==> src/common/port_timer_pkg.sv <==
// package: register map, field layouts and reset values of the output port / timer block
// assumes one 8-bit register per aligned 32-bit APB word
package port_timer_pkg;
   // printed offsets are not all multiples of four: these are register indexes, byte address = 4 * index
   localparam logic [6:0] IDX_TIMER_UPPER = 7'h06;
   localparam logic [6:0] IDX_TIMER_LOWER = 7'h07;
   localparam logic [6:0] IDX_VECTOR = 7'h0C;
   localparam logic [6:0] IDX_INPUT_ROUTING = 7'h0D;
   localparam logic [6:0] IDX_START_SET = 7'h0E;
   localparam logic [6:0] IDX_STOP_CLEAR = 7'h0F;
   // own registers for the control bits the map does not hold
   localparam logic [6:0] IDX_TIMER_MODE = 7'h40;
   localparam logic [6:0] IDX_LATCH_READ = 7'h41;
   localparam logic [6:0] IDX_STATUS = 7'h42;
   localparam logic [6:0] IDX_PIN_MODE = 7'h43;
   localparam int ADDR_W = 9;
   localparam logic [7:0] VECTOR_RESET = 8'h0F;
   localparam logic [7:0] ROUTING_RESET = 8'h00;
   localparam logic [7:0] LATCH_RESET = 8'h00;
   localparam logic [15:0] PRESET_RESET = 16'h0000;
   localparam logic [7:0] UNMAPPED_DATA = 8'h00;
   localparam logic [3:0] CLK_SEL_ONE_X = 4'hF;
   // routing field positions
   localparam int RT_IO3_LO = 2;
   localparam int RT_IO2_LO = 0;
   // pin-mode register bits
   localparam int PM_RTS_A = 0;
   localparam int PM_RTS_B = 1;
   localparam int PM_TIMEOUT = 2;
   localparam int PM_TIMER = 3;
   // interrupt status bit positions
   localparam int IS_TX_A = 0;
   localparam int IS_RX_A = 1;
   localparam int IS_TX_B = 4;
   localparam int IS_RX_B = 5;

   typedef enum logic [1:0] {
      SEL_LATCH = 2'b00,
      SEL_ONE = 2'b01,
      SEL_TWO = 2'b10,
      SEL_THREE = 2'b11
   } route_sel_e;

   typedef struct packed {
      logic chan_a_tx_clock_16x;
      logic chan_a_tx_clock;
      logic chan_a_rx_clock;
      logic chan_b_tx_clock;
      logic chan_b_rx_clock;
   } uart_clocks_s;

   typedef struct packed {
      logic [7:0] out;
      logic [7:0] oe_n;
   } pin_drive_s;
endpackage : port_timer_pkg

==> src/output_port_and_timer_regs.sv <==
// output port latch, pin routing, counter/timer registers, vector and input level registers
// assumes an APB master on pclk; source clock tick and uart clocks arrive synchronous to pclk
//
// Function
// - preset held as upper and lower bytes
// - count readable as upper and lower bytes
// - only counter/timer zero in low map
// - start loads counter from preset
// - stop clears ready bit, captures count
// - read index E starts, F stops
// - time-out mode ignores start and stop
// - vector register is read/write byte
// - input levels bits 6:0, bit7 one
// - pins 0,1 latch bits or request-to-send
// - pin7 latch or inverted tx b status
// - pin6 latch or inverted tx a status
// - pin5 latch or inverted rx b status
// - pin4 latch or inverted rx a status
// - pin3 latch, timer, tx b, rx b clock
// - timer square wave; counter low until stop
// - pin2 latch, 16x, tx 1x, rx 1x clock
// - 16x clock is selected clock, 1x at 1111
// - set register sets latch bits written one
// - clear register clears latch bits written one
// - pins drive inverse of latch bits
// - counter mode ready at terminal count
// - timer ready once per wave, stop no halt
//
// The register offsets and the APB register port were chosen for this implementation.
`timescale 1ns/1ps
module output_port_and_timer_regs
   import port_timer_pkg::*;
(
   input wire logic pclk,
   input wire logic presetn,
   input wire logic psel,
   input wire logic penable,
   input wire logic pwrite,
   input wire logic [ADDR_W-1:0] paddr,
   input wire logic [31:0] pwdata,
   input wire logic [3:0] pstrb,
   output logic [31:0] prdata,
   output logic pready,
   output logic pslverr,
   input wire logic [6:0] chan_a_port_levels,
   input wire logic [7:0] interrupt_status,
   input wire logic [3:0] chan_a_clock_select,
   input wire logic chan_a_request_to_send,
   input wire logic chan_b_request_to_send,
   input wire uart_clocks_s uart_clocks,
   input wire logic count_tick,
   output pin_drive_s pins,
   output logic counter_ready
);

   ////////////////////////////////////////////////////////////////////////
   // bus decode
   logic setup_rd;
   logic acc_wr;
   logic [6:0] idx;
   logic [7:0] wbyte;
   logic wr_ok;

   function automatic logic hit(input logic [6:0] a, input logic [6:0] target);
      hit = (a == target);
   endfunction : hit

   assign idx = paddr[ADDR_W-1:2];
   assign wbyte = pwdata[7:0];
   assign wr_ok = psel & penable & pwrite & pstrb[0];
   assign acc_wr = wr_ok;
   // commands act once per transfer, at the access edge
   assign setup_rd = psel & penable & ~pwrite;
   assign pready = 1'b1;

   ////////////////////////////////////////////////////////////////////////
   // registers
   logic [15:0] preset_r;
   logic [15:0] count_r;
   logic [15:0] capture_r;
   logic [7:0] vector_r;
   logic [7:0] routing_r;
   logic [7:0] latch_r;
   logic [7:0] pin_mode_r;
   logic running_r;
   logic wave_r;
   logic terminal_r;
   logic start_cmd;
   logic stop_cmd;
   logic timer_mode;
   logic timeout_mode;
   logic at_zero;
   logic zero_tick;

   assign timer_mode = pin_mode_r[PM_TIMER];
   assign timeout_mode = pin_mode_r[PM_TIMEOUT];
   // only counter/timer zero decodes here
   assign start_cmd = setup_rd & hit(idx, IDX_START_SET) & ~timeout_mode;
   assign stop_cmd = setup_rd & hit(idx, IDX_STOP_CLEAR) & ~timeout_mode;
   assign at_zero = (count_r == 16'h0000);
   // terminal count is the tick that finds the count already at zero,
   // so a preset of n gives n+1 ticks per pass
   assign zero_tick = running_r & count_tick & at_zero;

   always_ff @(posedge pclk or negedge presetn) begin
      if (!presetn) begin
         preset_r <= PRESET_RESET;
      end else if (acc_wr && hit(idx, IDX_TIMER_UPPER)) begin
         preset_r[15:8] <= wbyte;
      end else if (acc_wr && hit(idx, IDX_TIMER_LOWER)) begin
         preset_r[7:0] <= wbyte;
      end
   end

   always_ff @(posedge pclk or negedge presetn) begin
      if (!presetn) begin
         vector_r <= VECTOR_RESET;
      end else if (acc_wr && hit(idx, IDX_VECTOR)) begin
         vector_r <= wbyte;
      end
   end

   always_ff @(posedge pclk or negedge presetn) begin
      if (!presetn) begin
         routing_r <= ROUTING_RESET;
      end else if (acc_wr && hit(idx, IDX_INPUT_ROUTING)) begin
         routing_r <= wbyte;
      end
   end

   always_ff @(posedge pclk or negedge presetn) begin
      if (!presetn) begin
         pin_mode_r <= 8'h00;
      end else if (acc_wr && hit(idx, IDX_PIN_MODE)) begin
         pin_mode_r <= wbyte;
      end
   end

   always_ff @(posedge pclk or negedge presetn) begin
      if (!presetn) begin
         latch_r <= LATCH_RESET;
      end else if (acc_wr && hit(idx, IDX_START_SET)) begin
         latch_r <= latch_r | wbyte;
      end else if (acc_wr && hit(idx, IDX_STOP_CLEAR)) begin
         latch_r <= latch_r & ~wbyte;
      end
   end

   ////////////////////////////////////////////////////////////////////////
   // counter/timer core
   // both reload from preset at terminal count; counter then stops, timer runs on
   always_ff @(posedge pclk or negedge presetn) begin
      if (!presetn) begin
         count_r <= PRESET_RESET;
      end else if (start_cmd) begin
         count_r <= preset_r;
      end else if (stop_cmd && !timer_mode) begin
         // a stop in counter mode freezes the count where it stands
         count_r <= count_r;
      end else if (zero_tick) begin
         count_r <= preset_r;
      end else if (running_r && count_tick) begin
         count_r <= count_r - 16'h0001;
      end
   end

   // timer mode never stops by itself; only counter mode halts
   always_ff @(posedge pclk or negedge presetn) begin
      if (!presetn) begin
         running_r <= 1'b0;
      end else if (start_cmd) begin
         running_r <= 1'b1;
      end else if (stop_cmd && !timer_mode) begin
         running_r <= 1'b0;
      end else if (zero_tick) begin
         running_r <= timer_mode;
      end
   end

   always_ff @(posedge pclk or negedge presetn) begin
      if (!presetn) begin
         capture_r <= 16'h0000;
      end else if (stop_cmd) begin
         capture_r <= count_r;
      end
   end

   // wave toggles at every zero, so one full cycle per two zeros
   always_ff @(posedge pclk or negedge presetn) begin
      if (!presetn) begin
         wave_r <= 1'b1;
      end else if (start_cmd) begin
         wave_r <= 1'b1;
      end else if (timer_mode && zero_tick) begin
         wave_r <= ~wave_r;
      end
   end

   // counter-mode pin: low from terminal count until stop
   always_ff @(posedge pclk or negedge presetn) begin
      if (!presetn) begin
         terminal_r <= 1'b0;
      end else if (!timer_mode && zero_tick) begin
         terminal_r <= 1'b1;
      end else if (stop_cmd) begin
         terminal_r <= 1'b0;
      end
   end

   // set wins over a stop in the same cycle
   always_ff @(posedge pclk or negedge presetn) begin
      if (!presetn) begin
         counter_ready <= 1'b0;
      end else if (zero_tick && (!timer_mode || !wave_r)) begin
         counter_ready <= 1'b1;
      end else if (stop_cmd) begin
         counter_ready <= 1'b0;
      end
   end

   ////////////////////////////////////////////////////////////////////////
   // read data
   logic [7:0] rbyte;
   logic known;

   always_comb begin
      rbyte = UNMAPPED_DATA;
      known = 1'b1;
      case (idx)
         // value halves come from the capture latch, not the live count
         IDX_TIMER_UPPER: begin
            rbyte = capture_r[15:8];
         end
         IDX_TIMER_LOWER: begin
            rbyte = capture_r[7:0];
         end
         IDX_VECTOR: begin
            rbyte = vector_r;
         end
         IDX_INPUT_ROUTING: begin
            rbyte = {1'b1, chan_a_port_levels};
         end
         // command reads carry no data
         IDX_START_SET: begin
            rbyte = UNMAPPED_DATA;
         end
         IDX_STOP_CLEAR: begin
            rbyte = UNMAPPED_DATA;
         end
         // own readback of write-only state
         IDX_TIMER_MODE: begin
            rbyte = routing_r;
         end
         IDX_LATCH_READ: begin
            rbyte = latch_r;
         end
         IDX_STATUS: begin
            rbyte = {6'h00, counter_ready, running_r};
         end
         IDX_PIN_MODE: begin
            rbyte = pin_mode_r;
         end
         default: begin
            known = 1'b0;
         end
      endcase
   end

   always_ff @(posedge pclk or negedge presetn) begin
      if (!presetn) begin
         prdata <= 32'h0000_0000;
      end else if (psel && !penable && !pwrite) begin
         prdata <= {24'h000000, rbyte};
      end
   end

   assign pslverr = psel & penable & ~known;

   ////////////////////////////////////////////////////////////////////////
   // pin routing; oe_n low means driven, high means released
   logic [7:0] pin_val;
   logic [7:0] pin_oe_n;
   logic clk16;
   route_sel_e sel3;
   route_sel_e sel2;

   assign sel3 = route_sel_e'(routing_r[RT_IO3_LO +: 2]);
   assign sel2 = route_sel_e'(routing_r[RT_IO2_LO +: 2]);
   assign clk16 = (chan_a_clock_select == CLK_SEL_ONE_X) ? uart_clocks.chan_a_tx_clock
                                                          : uart_clocks.chan_a_tx_clock_16x;

   always_comb begin
      pin_val = ~latch_r;
      pin_oe_n = 8'h00;
      if (pin_mode_r[PM_RTS_A]) begin
         pin_val[0] = chan_a_request_to_send;
      end
      if (pin_mode_r[PM_RTS_B]) begin
         pin_val[1] = chan_b_request_to_send;
      end
      // clocks pass straight through; they are not retimed to pclk
      case (sel2)
         SEL_ONE: begin
            pin_val[2] = clk16;
         end
         SEL_TWO: begin
            pin_val[2] = uart_clocks.chan_a_tx_clock;
         end
         SEL_THREE: begin
            pin_val[2] = uart_clocks.chan_a_rx_clock;
         end
         default: begin
            pin_val[2] = ~latch_r[2];
         end
      endcase
      case (sel3)
         // open drain: released means high, driven means low
         SEL_ONE: begin
            pin_val[3] = 1'b0;
            pin_oe_n[3] = timer_mode ? wave_r : ~terminal_r;
         end
         SEL_TWO: begin
            pin_val[3] = uart_clocks.chan_b_tx_clock;
         end
         SEL_THREE: begin
            pin_val[3] = uart_clocks.chan_b_rx_clock;
         end
         default: begin
            pin_val[3] = ~latch_r[3];
         end
      endcase
      // open drain: drive low while status set, release otherwise
      if (routing_r[4]) begin
         pin_val[4] = 1'b0;
         pin_oe_n[4] = ~interrupt_status[IS_RX_A];
      end
      if (routing_r[5]) begin
         pin_val[5] = 1'b0;
         pin_oe_n[5] = ~interrupt_status[IS_RX_B];
      end
      if (routing_r[6]) begin
         pin_val[6] = 1'b0;
         pin_oe_n[6] = ~interrupt_status[IS_TX_A];
      end
      if (routing_r[7]) begin
         pin_val[7] = 1'b0;
         pin_oe_n[7] = ~interrupt_status[IS_TX_B];
      end
   end

   assign pins.out = pin_val;
   assign pins.oe_n = pin_oe_n;

endmodule : output_port_and_timer_regs
==> config.mk <==
export PLATFORM = sky130hd
export DESIGN_NAME = output_port_and_timer_regs
export DESIGN_NICKNAME = d
export VERILOG_FILES = /design/src/common/port_timer_pkg.sv /design/src/output_port_and_timer_regs.sv
export SDC_FILE = /design/constraint.sdc
export NUM_CORES = 1
export LEC_CHECK = 0
export BUFFER_PORTS_ARGS = -buffer_cell sky130_fd_sc_hd__buf_2
export CORE_MARGIN = 5
export CORE_UTILIZATION = 46
export CTS_CLUSTER_SIZE = 8
export DETAILED_ROUTE_END_ITERATION = 12
export PLACE_DENSITY = 0.71
export SLEW_MARGIN = 15
export SYNTH_ARGS = -nofsm -noshare
export SYNTH_HDL_FRONTEND = slang
export SYNTH_SLANG_ARGS = --single-unit
==> constraint.sdc <==
create_clock -name pclk -period 2.3 [get_ports pclk]
set_input_delay 0.46 -clock pclk [delete_from_list [all_inputs] [get_ports pclk]]
set_output_delay 0.46 -clock pclk [all_outputs]
set_load 0.01 [all_outputs]
==> results of run 1 <==
synth_stat cells (5+ instances only):
cell / n / share of area (%)
a21oi_1: 18 / 1.8
a22o_1: 13 / 2.3
and3_1: 7 / 0.87
buf_2: 9 / 0.90
buf_4: 28 / 4.2
clkbuf_1: 10 / 0.75
dfrtp_1: 87 / 43
dfstp_2: 5 / 2.6
inv_1: 7 / 0.52
mux2_2: 55 / 12
mux2i_1: 15 / 3.0
nand2_1: 51 / 3.8
nand3_1: 14 / 1.4
nand4_1: 10 / 1.2
nor2_1: 22 / 1.6
nor2b_1: 5 / 0.62
nor3_1: 8 / 0.80
o211ai_1: 5 / 0.75
o21ai_0: 18 / 1.8
o221ai_1: 6 / 1.0
or3_1: 5 / 0.62
how the worst max path moves through the flow:
stage	slack (ns)	startpoint	endpoint
finish	0.03	paddr[8]	pslverr
global route	0.006	paddr[8]	pslverr
CTS	0.04	paddr[8]	pslverr
detailed placement	-0.01	paddr[8]	routing_r[4]$_DFFE_PN0P_
global placement	-0.008	paddr[8]	routing_r[7]$_DFFE_PN0P_
floorplan	0.22	paddr[5]	pslverr
power by group through the flow:
stage / combinational (mW) / clock (mW) / sequential (mW)
after floorplan: 0.599 / 0 / 1.96
after global placement: 0.869 / 0 / 2.04
after detailed placement: 0.886 / 0 / 2.04
after CTS: 0.896 / 1.38 / 2.01
after global routing: 1.00 / 1.48 / 2.05
final: 0.908 / 1.36 / 2.02
metal layers:
layer	wire length (um)	global-route usage (%)	vias up
met3	835	5.07	16
met2	6680	35.7	144
li1	-	-	1886
met1	6260	31.1	2105
met5	0	0	-
met4	246	5.78	0
cell families (layout without fill, tap and decap cells):
logic type,after synthesis,in the layout,share of synthesized area (%)
xor+xnor,5,5,0.871
flops,92,92,45.9
simple gates,150,150,16.8
buf+inv,56,126,6.52
compound gates,95,95,13.8
other cells,2,28,0.149
mux,71,71,15.7
fa+ha+maj,1,1,0.249
sequential cells by signal, indices dropped and copies added (netlist names), named ones only:
register	count
capture_r	16
count_r	16
counter_ready	1
pin_mode_r	8
prdata	8
preset_r	16
routing_r	8
running_r	1
terminal_r	1
vector_r	8
wave_r	1
metrics by stage:
| stage | std cells | power [mW] | util [%] |
|---|---|---|---|
| after floorplan | 498 | 2.56 | - |
| after global placement | 692 | 2.90 | 52.2 |
| after detailed placement | 692 | 2.93 | 52.2 |
| after CTS | 708 | 4.29 | 54.6 |
| after global routing | 708 | 4.54 | 54.6 |
| final | 708 | 4.29 | 54.6 |
area by class of cell:
| class | instances | share of cell area (%) |
|---|---|---|
| Clock buffer | 10 | 2.33 |
| Timing Repair Buffer | 103 | 10.8 |
| Clock inverter | 6 | 1.99 |
| Sequential cell | 92 | 39.1 |
| Tap cell | 140 | 2.97 |
| Inverter | 7 | 0.445 |
| Multi-Input combinational cell | 350 | 42.3 |
worst register-to-register path: cells and delay by family (launching register included):
| family | cells | cell delay, ns |
|---|---|---|
| adder cells (fa/ha/maj) | 1 | 0.22 |
| flip-flops | 1 | 0.47 |
| AND/OR/NAND/NOR | 2 | 0.46 |
| AO/OA/AOI/OAI | 2 | 0.44 |
| multiplexers | 1 | 0.37 |
| buffers and inverters | 1 | 0.09 |
==> metrics, run 1 <==
Final Max Slew Viols 0; Net Sw Frac 31.6%; WP depth 7; initial antenna violation count 0; CP Class in2out; Peak Freq 0.440 GHz; PortBufs 66; Inserted Diodes 0; Internal 2.94 mW; # rows 38; DIE AREA 13100 sq um; post-cts sizing count 0; CP Cell Sequence buf_2, or4b_1, nor2_2, nand2_1, nand2_1, nor3_1, buf_2; Routed Antenna Nets 0; critical path startpoint category input port; post-CTS setup buffers 0; part of the power in registers 47.1%; RSZ-0062 raised after global routing false; clock power share 31.8%; cell family with most CP delay simple AND/OR/NAND/NOR gates; die span in x 115 um; Worst Setup Slack, final 0.0274 ns; status finished clean; Crit-path slowest cell or4b_1; CTS tree yes; Critical Path Max Stage Delay 0.68 ns; Buf+Inv Stages, Crit Path 2; Tcrit/Tclk final 98.8%; Avg Synthesized Cell Area 10.7 sq um; starting DRC count in detailed routing 368; CP required 1.84 ns; hold-fix buffers at CTS 0; clk slew on worst S/H paths 0.09 ns; H-tree depth 3; Routed WL per cell 19.8 um; share of layout cells above drive strength 1 35.7%; cell count after synthesis 472; R2R Path End count_r[13]$_DFFE_PN0P_; clk_skew 0.0120 ns; vias post-DR 4151; Area Overhead vs Synth 17.2%; Starting Density 46.6%; footprint of the multi-input gates 2500 sq um; ys async rst share 100%; top_reg_cell synth dfrtp_1; synth warn 0; worst relative slew slack 65.1%; nets@finish 641; GPL Wtd Cong 0.914; placed cell area 5640 sq um; clock root buffer clkbuf_8; sequential share of the synthesized area 45.9%; switching power 1.36 mW; reg2reg path depth 7; min Tclk post-route 2.27 ns; HP Class in2async; Via-to-Cell Ratio 5.86; Critical Path Fanout Max 4; worst reg-to-reg setup slack 0.16 ns; clk sinks 92; critical path arrival 1.81 ns; Max rail drop VDD 0.436 mV; Synth Register Bits 92; first-pass GRT wire length 22600 um; die height 115 um; gr usage total 22.5%; hold_ws 0.0556 ns; Finish-stage setup viols 0; design area 5900 sq um; Reg-to-Reg Start count_r[0]$_DFFE_PN0P_; flip-flop and latch area 2310 sq um; vias in the first global route 4056; number of synthesized flops with an enable pin 0; commonest non-fill, non-tap cell in the layout dfrtp_1; Final Hold Fails 0; grt ovf 0; pwr/cell area 728 nW/um^2; Clock Path Buffers 2; final wirelength 14000 um; Clk Latency, worst-skew pair 0.37 ns; CP Capture Type output pin; Comb pwr share 21.2%; Fill cells 963; DP Worst Slack -0.0138 ns; dpl hpwl 10600 um; DRC Markers 0; Netlist Area Pre-Place 5030 sq um; largest net degree at the start of global routing 42; I/O Pins 128; drt pass-1 iters 5; Max Cap Viol 0; core area 10800 sq um; CTS buffer count 9; Worst-Margin Slew 0.523 ns; Netlist cell types 68; total negative slack 0 ns; Lkg Pwr 2.80 nW; most frequent cells in the layout dfrtp_1 (87), buf_2 (65), mux2_2 (55)
Note: power is estimated with default switching activity, not from simulation.
==> run 2, diff against run 1 <==
Settings changed: CORE_ASPECT_RATIO set to 0.6, PLACE_DENSITY 0.71 to not set, PLACE_DENSITY_LB_ADDON set to 0.12.
==> run 2 against run 1 <==
Compared with the run above: via count grew 0.39%; clock power is essentially flat; worst setup slack gained 0.11 ns; register-to-register slack lost 0.03 ns; non-clock buffer count grew 6; global-route usage shrank 0.32 points; wire length grew 3.8%; first-iteration DRC count grew 32%; critical endpoint is now count_r[1]$_DFFE_PN0P_.
==> metrics, run 2 (synthesis gave the netlist of run 1 again) <==
Final Max Slew Viols 0 (unchanged); core area 10600 sq um (-1.5%); # rows 29 (-24%); drt pass-1 iters 5 (unchanged); Starting Density 47.3% (+0.71 points); CP Class reg2reg; grt ovf 0 (unchanged); CTS buffer count 9 (unchanged); Tcrit/Tclk final 94.1% (-4.7 points); CP Capture Type flop; I/O Pins 128 (unchanged); nets@finish 647 (+0.94%); Final Hold Fails 0 (unchanged); clk_skew 0.0110 ns (-0.00101 ns); Finish-stage setup viols 0 (unchanged); initial antenna violation count 0 (unchanged); largest net degree at the start of global routing 42 (unchanged); HP Class in2async; Routed Antenna Nets 0 (unchanged); Lkg Pwr 2.85 nW (+1.6%); Max Cap Viol 0 (unchanged); DIE AREA 13200 sq um (+0.53%); status finished clean; starting DRC count in detailed routing 486 (+32%); Comb pwr share 23.4% (+2.2 points); clock power share 31.4% (-0.4 points); PortBufs 66 (unchanged); Reg-to-Reg Start count_r[13]$_DFFE_PN0P_; part of the power in registers 45.1% (-2.0 points); vias in the first global route 4016 (-0.99%); clk slew on worst S/H paths 0.07 ns (-0.02 ns); worst relative slew slack 62.5% (-2.6 points); clk sinks 92 (unchanged); Peak Freq 0.462 GHz (+5.0%); most frequent cells in the layout dfrtp_1 (87), buf_2 (65), mux2_2 (55); first-pass GRT wire length 23000 um (+1.8%); post-CTS setup buffers 0 (unchanged); Inserted Diodes 0 (unchanged); worst reg-to-reg setup slack 0.13 ns (-0.03 ns); final non-filler cell total 713 (+0.71%); post-cts sizing count 0 (unchanged); min Tclk post-route 2.17 ns (-0.107 ns); design area 6000 sq um (+1.8%); Internal 2.96 mW (+0.81%); CP required 2.52 ns (+0.68 ns); critical path startpoint category flop; RSZ-0062 raised after global routing false; commonest non-fill, non-tap cell in the layout dfrtp_1; final wirelength 14600 um (+3.8%); R2R Path End count_r[1]$_DFFE_PN0P_; switching power 1.46 mW (+7.8%); CTS tree yes; die height 91.0 um (-21%); gr usage total 22.1% (-0.32 points); total negative slack 0 ns (unchanged); critical path arrival 2.39 ns (+0.58 ns); Critical Path Fanout Max 5 (+1); DP Worst Slack 0.00547 ns (+0.0193 ns); GPL Wtd Cong 0.952 (+4.2%); share of layout cells above drive strength 1 36.6% (+0.85 points); Routed WL per cell 20.4 um (+3.1%); hold-fix buffers at CTS 0 (unchanged); placed cell area 5710 sq um (+1.3%); Fill cells 952 (-1.1%); Via-to-Cell Ratio 5.84 (-0.32%); pwr/cell area 737 nW/um^2 (+1.2%); Net Sw Frac 33.0% (+1.5 points); Clock Path Buffers 2 (unchanged); dpl hpwl 11200 um (+5.0%); Max rail drop VDD 0.380 mV (-13%); footprint of the multi-input gates 2510 sq um (+0.65%); Area Overhead vs Synth 19.3%; reg2reg path depth 6 (-1); die span in x 145 um (+27%); H-tree depth 3 (unchanged); Largest regs capture_r: 16 flops, count_r: 16 flops, preset_r: 16 flops; Worst Setup Slack, final 0.135 ns (+0.107 ns); flip-flop and latch area 2310 sq um (unchanged); vias post-DR 4167 (+0.39%); Clk Latency, worst-skew pair 0.34 ns (-0.03 ns); Placed Cells 697 (+0.72%); DRC Markers 0 (unchanged); Worst-Margin Slew 0.562 ns (+0.0390 ns); clock root buffer clkbuf_16
[run 2: cell types whose count changed in the layout (fill, tap and decap cells not counted), moves of 2 or more]
cell / delta
clkbuf_16: +9
clkbuf_8: -10
bufinv_16: -3
buf_12: +2
buf_4: +4
[run 2: worst max-delay path by stage]
stage                                        from                 endpoint  cells after the start
after global placement    count_r[13]$_DFFE_PN0P_   count_r[1]$_DFFE_PN0P_                      6
after detailed placement                 paddr[8]  vector_r[6]$_DFFE_PN0P_                      8
after global routing       count_r[0]$_DFFE_PN0P_   count_r[1]$_DFFE_PN0P_                      9
after floorplan                          paddr[5]                  pslverr                      6
after CTS                 count_r[13]$_DFFE_PN0P_   count_r[1]$_DFFE_PN0P_                      6
final                     count_r[13]$_DFFE_PN0P_   count_r[1]$_DFFE_PN0P_                      6
[run 2: worst max-delay path, cell delays in order (launching register included)]
cell,delay (ns)
dfrtp_1,0.44
nor4_2,0.48
nand4_1,0.33
o31ai_2,0.47
buf_4,0.20
nand2_1,0.05
o311ai_0,0.08
[run 2: per-layer routing]
metal  share of wire (%)  GRT usage, %  vias to the layer above
met1                  51          35.7                     2061
met2                  40          29.6                      197
li1                    -             -                     1899
met4                0.52          3.68                        0
met5                   0             0                        -
met3                 8.1          6.07                       10
[run 2: final cells by class]
cell class	instances	area share (%)
Multi-Input combinational cell	350	41.9
Sequential cell	92	38.5
Timing Repair Buffer	109	11.8
Clock buffer	10	3.81
Tap cell	139	2.90
Clock inverter	6	0.771
Inverter	7	0.438
[run 2: metrics by stage]
stage	power, mW	hold WS, ns	utilization [%]
6_report	4.42	0.111	56.5
5_1_grt	4.64	0.146	56.5
4_1_cts	4.40	0.121	56.3
3_5_place_dp	3.01	0.473	53.7
3_3_place_gp	2.99	0.464	53.7
2_1_floorplan	2.56	0.164	-
[run 2: power by group through the flow]
stage / Sequential (mW) / Clock (mW) / Combinational [mW]
2_1_floorplan: 1.96 / 0 / 0.599
3_3_place_gp: 2.01 / 0 / 0.982
3_5_place_dp: 2.02 / 0 / 0.990
4_1_cts: 1.99 / 1.42 / 1.00
5_1_grt: 2.02 / 1.49 / 1.13
6_report: 2.00 / 1.39 / 1.04
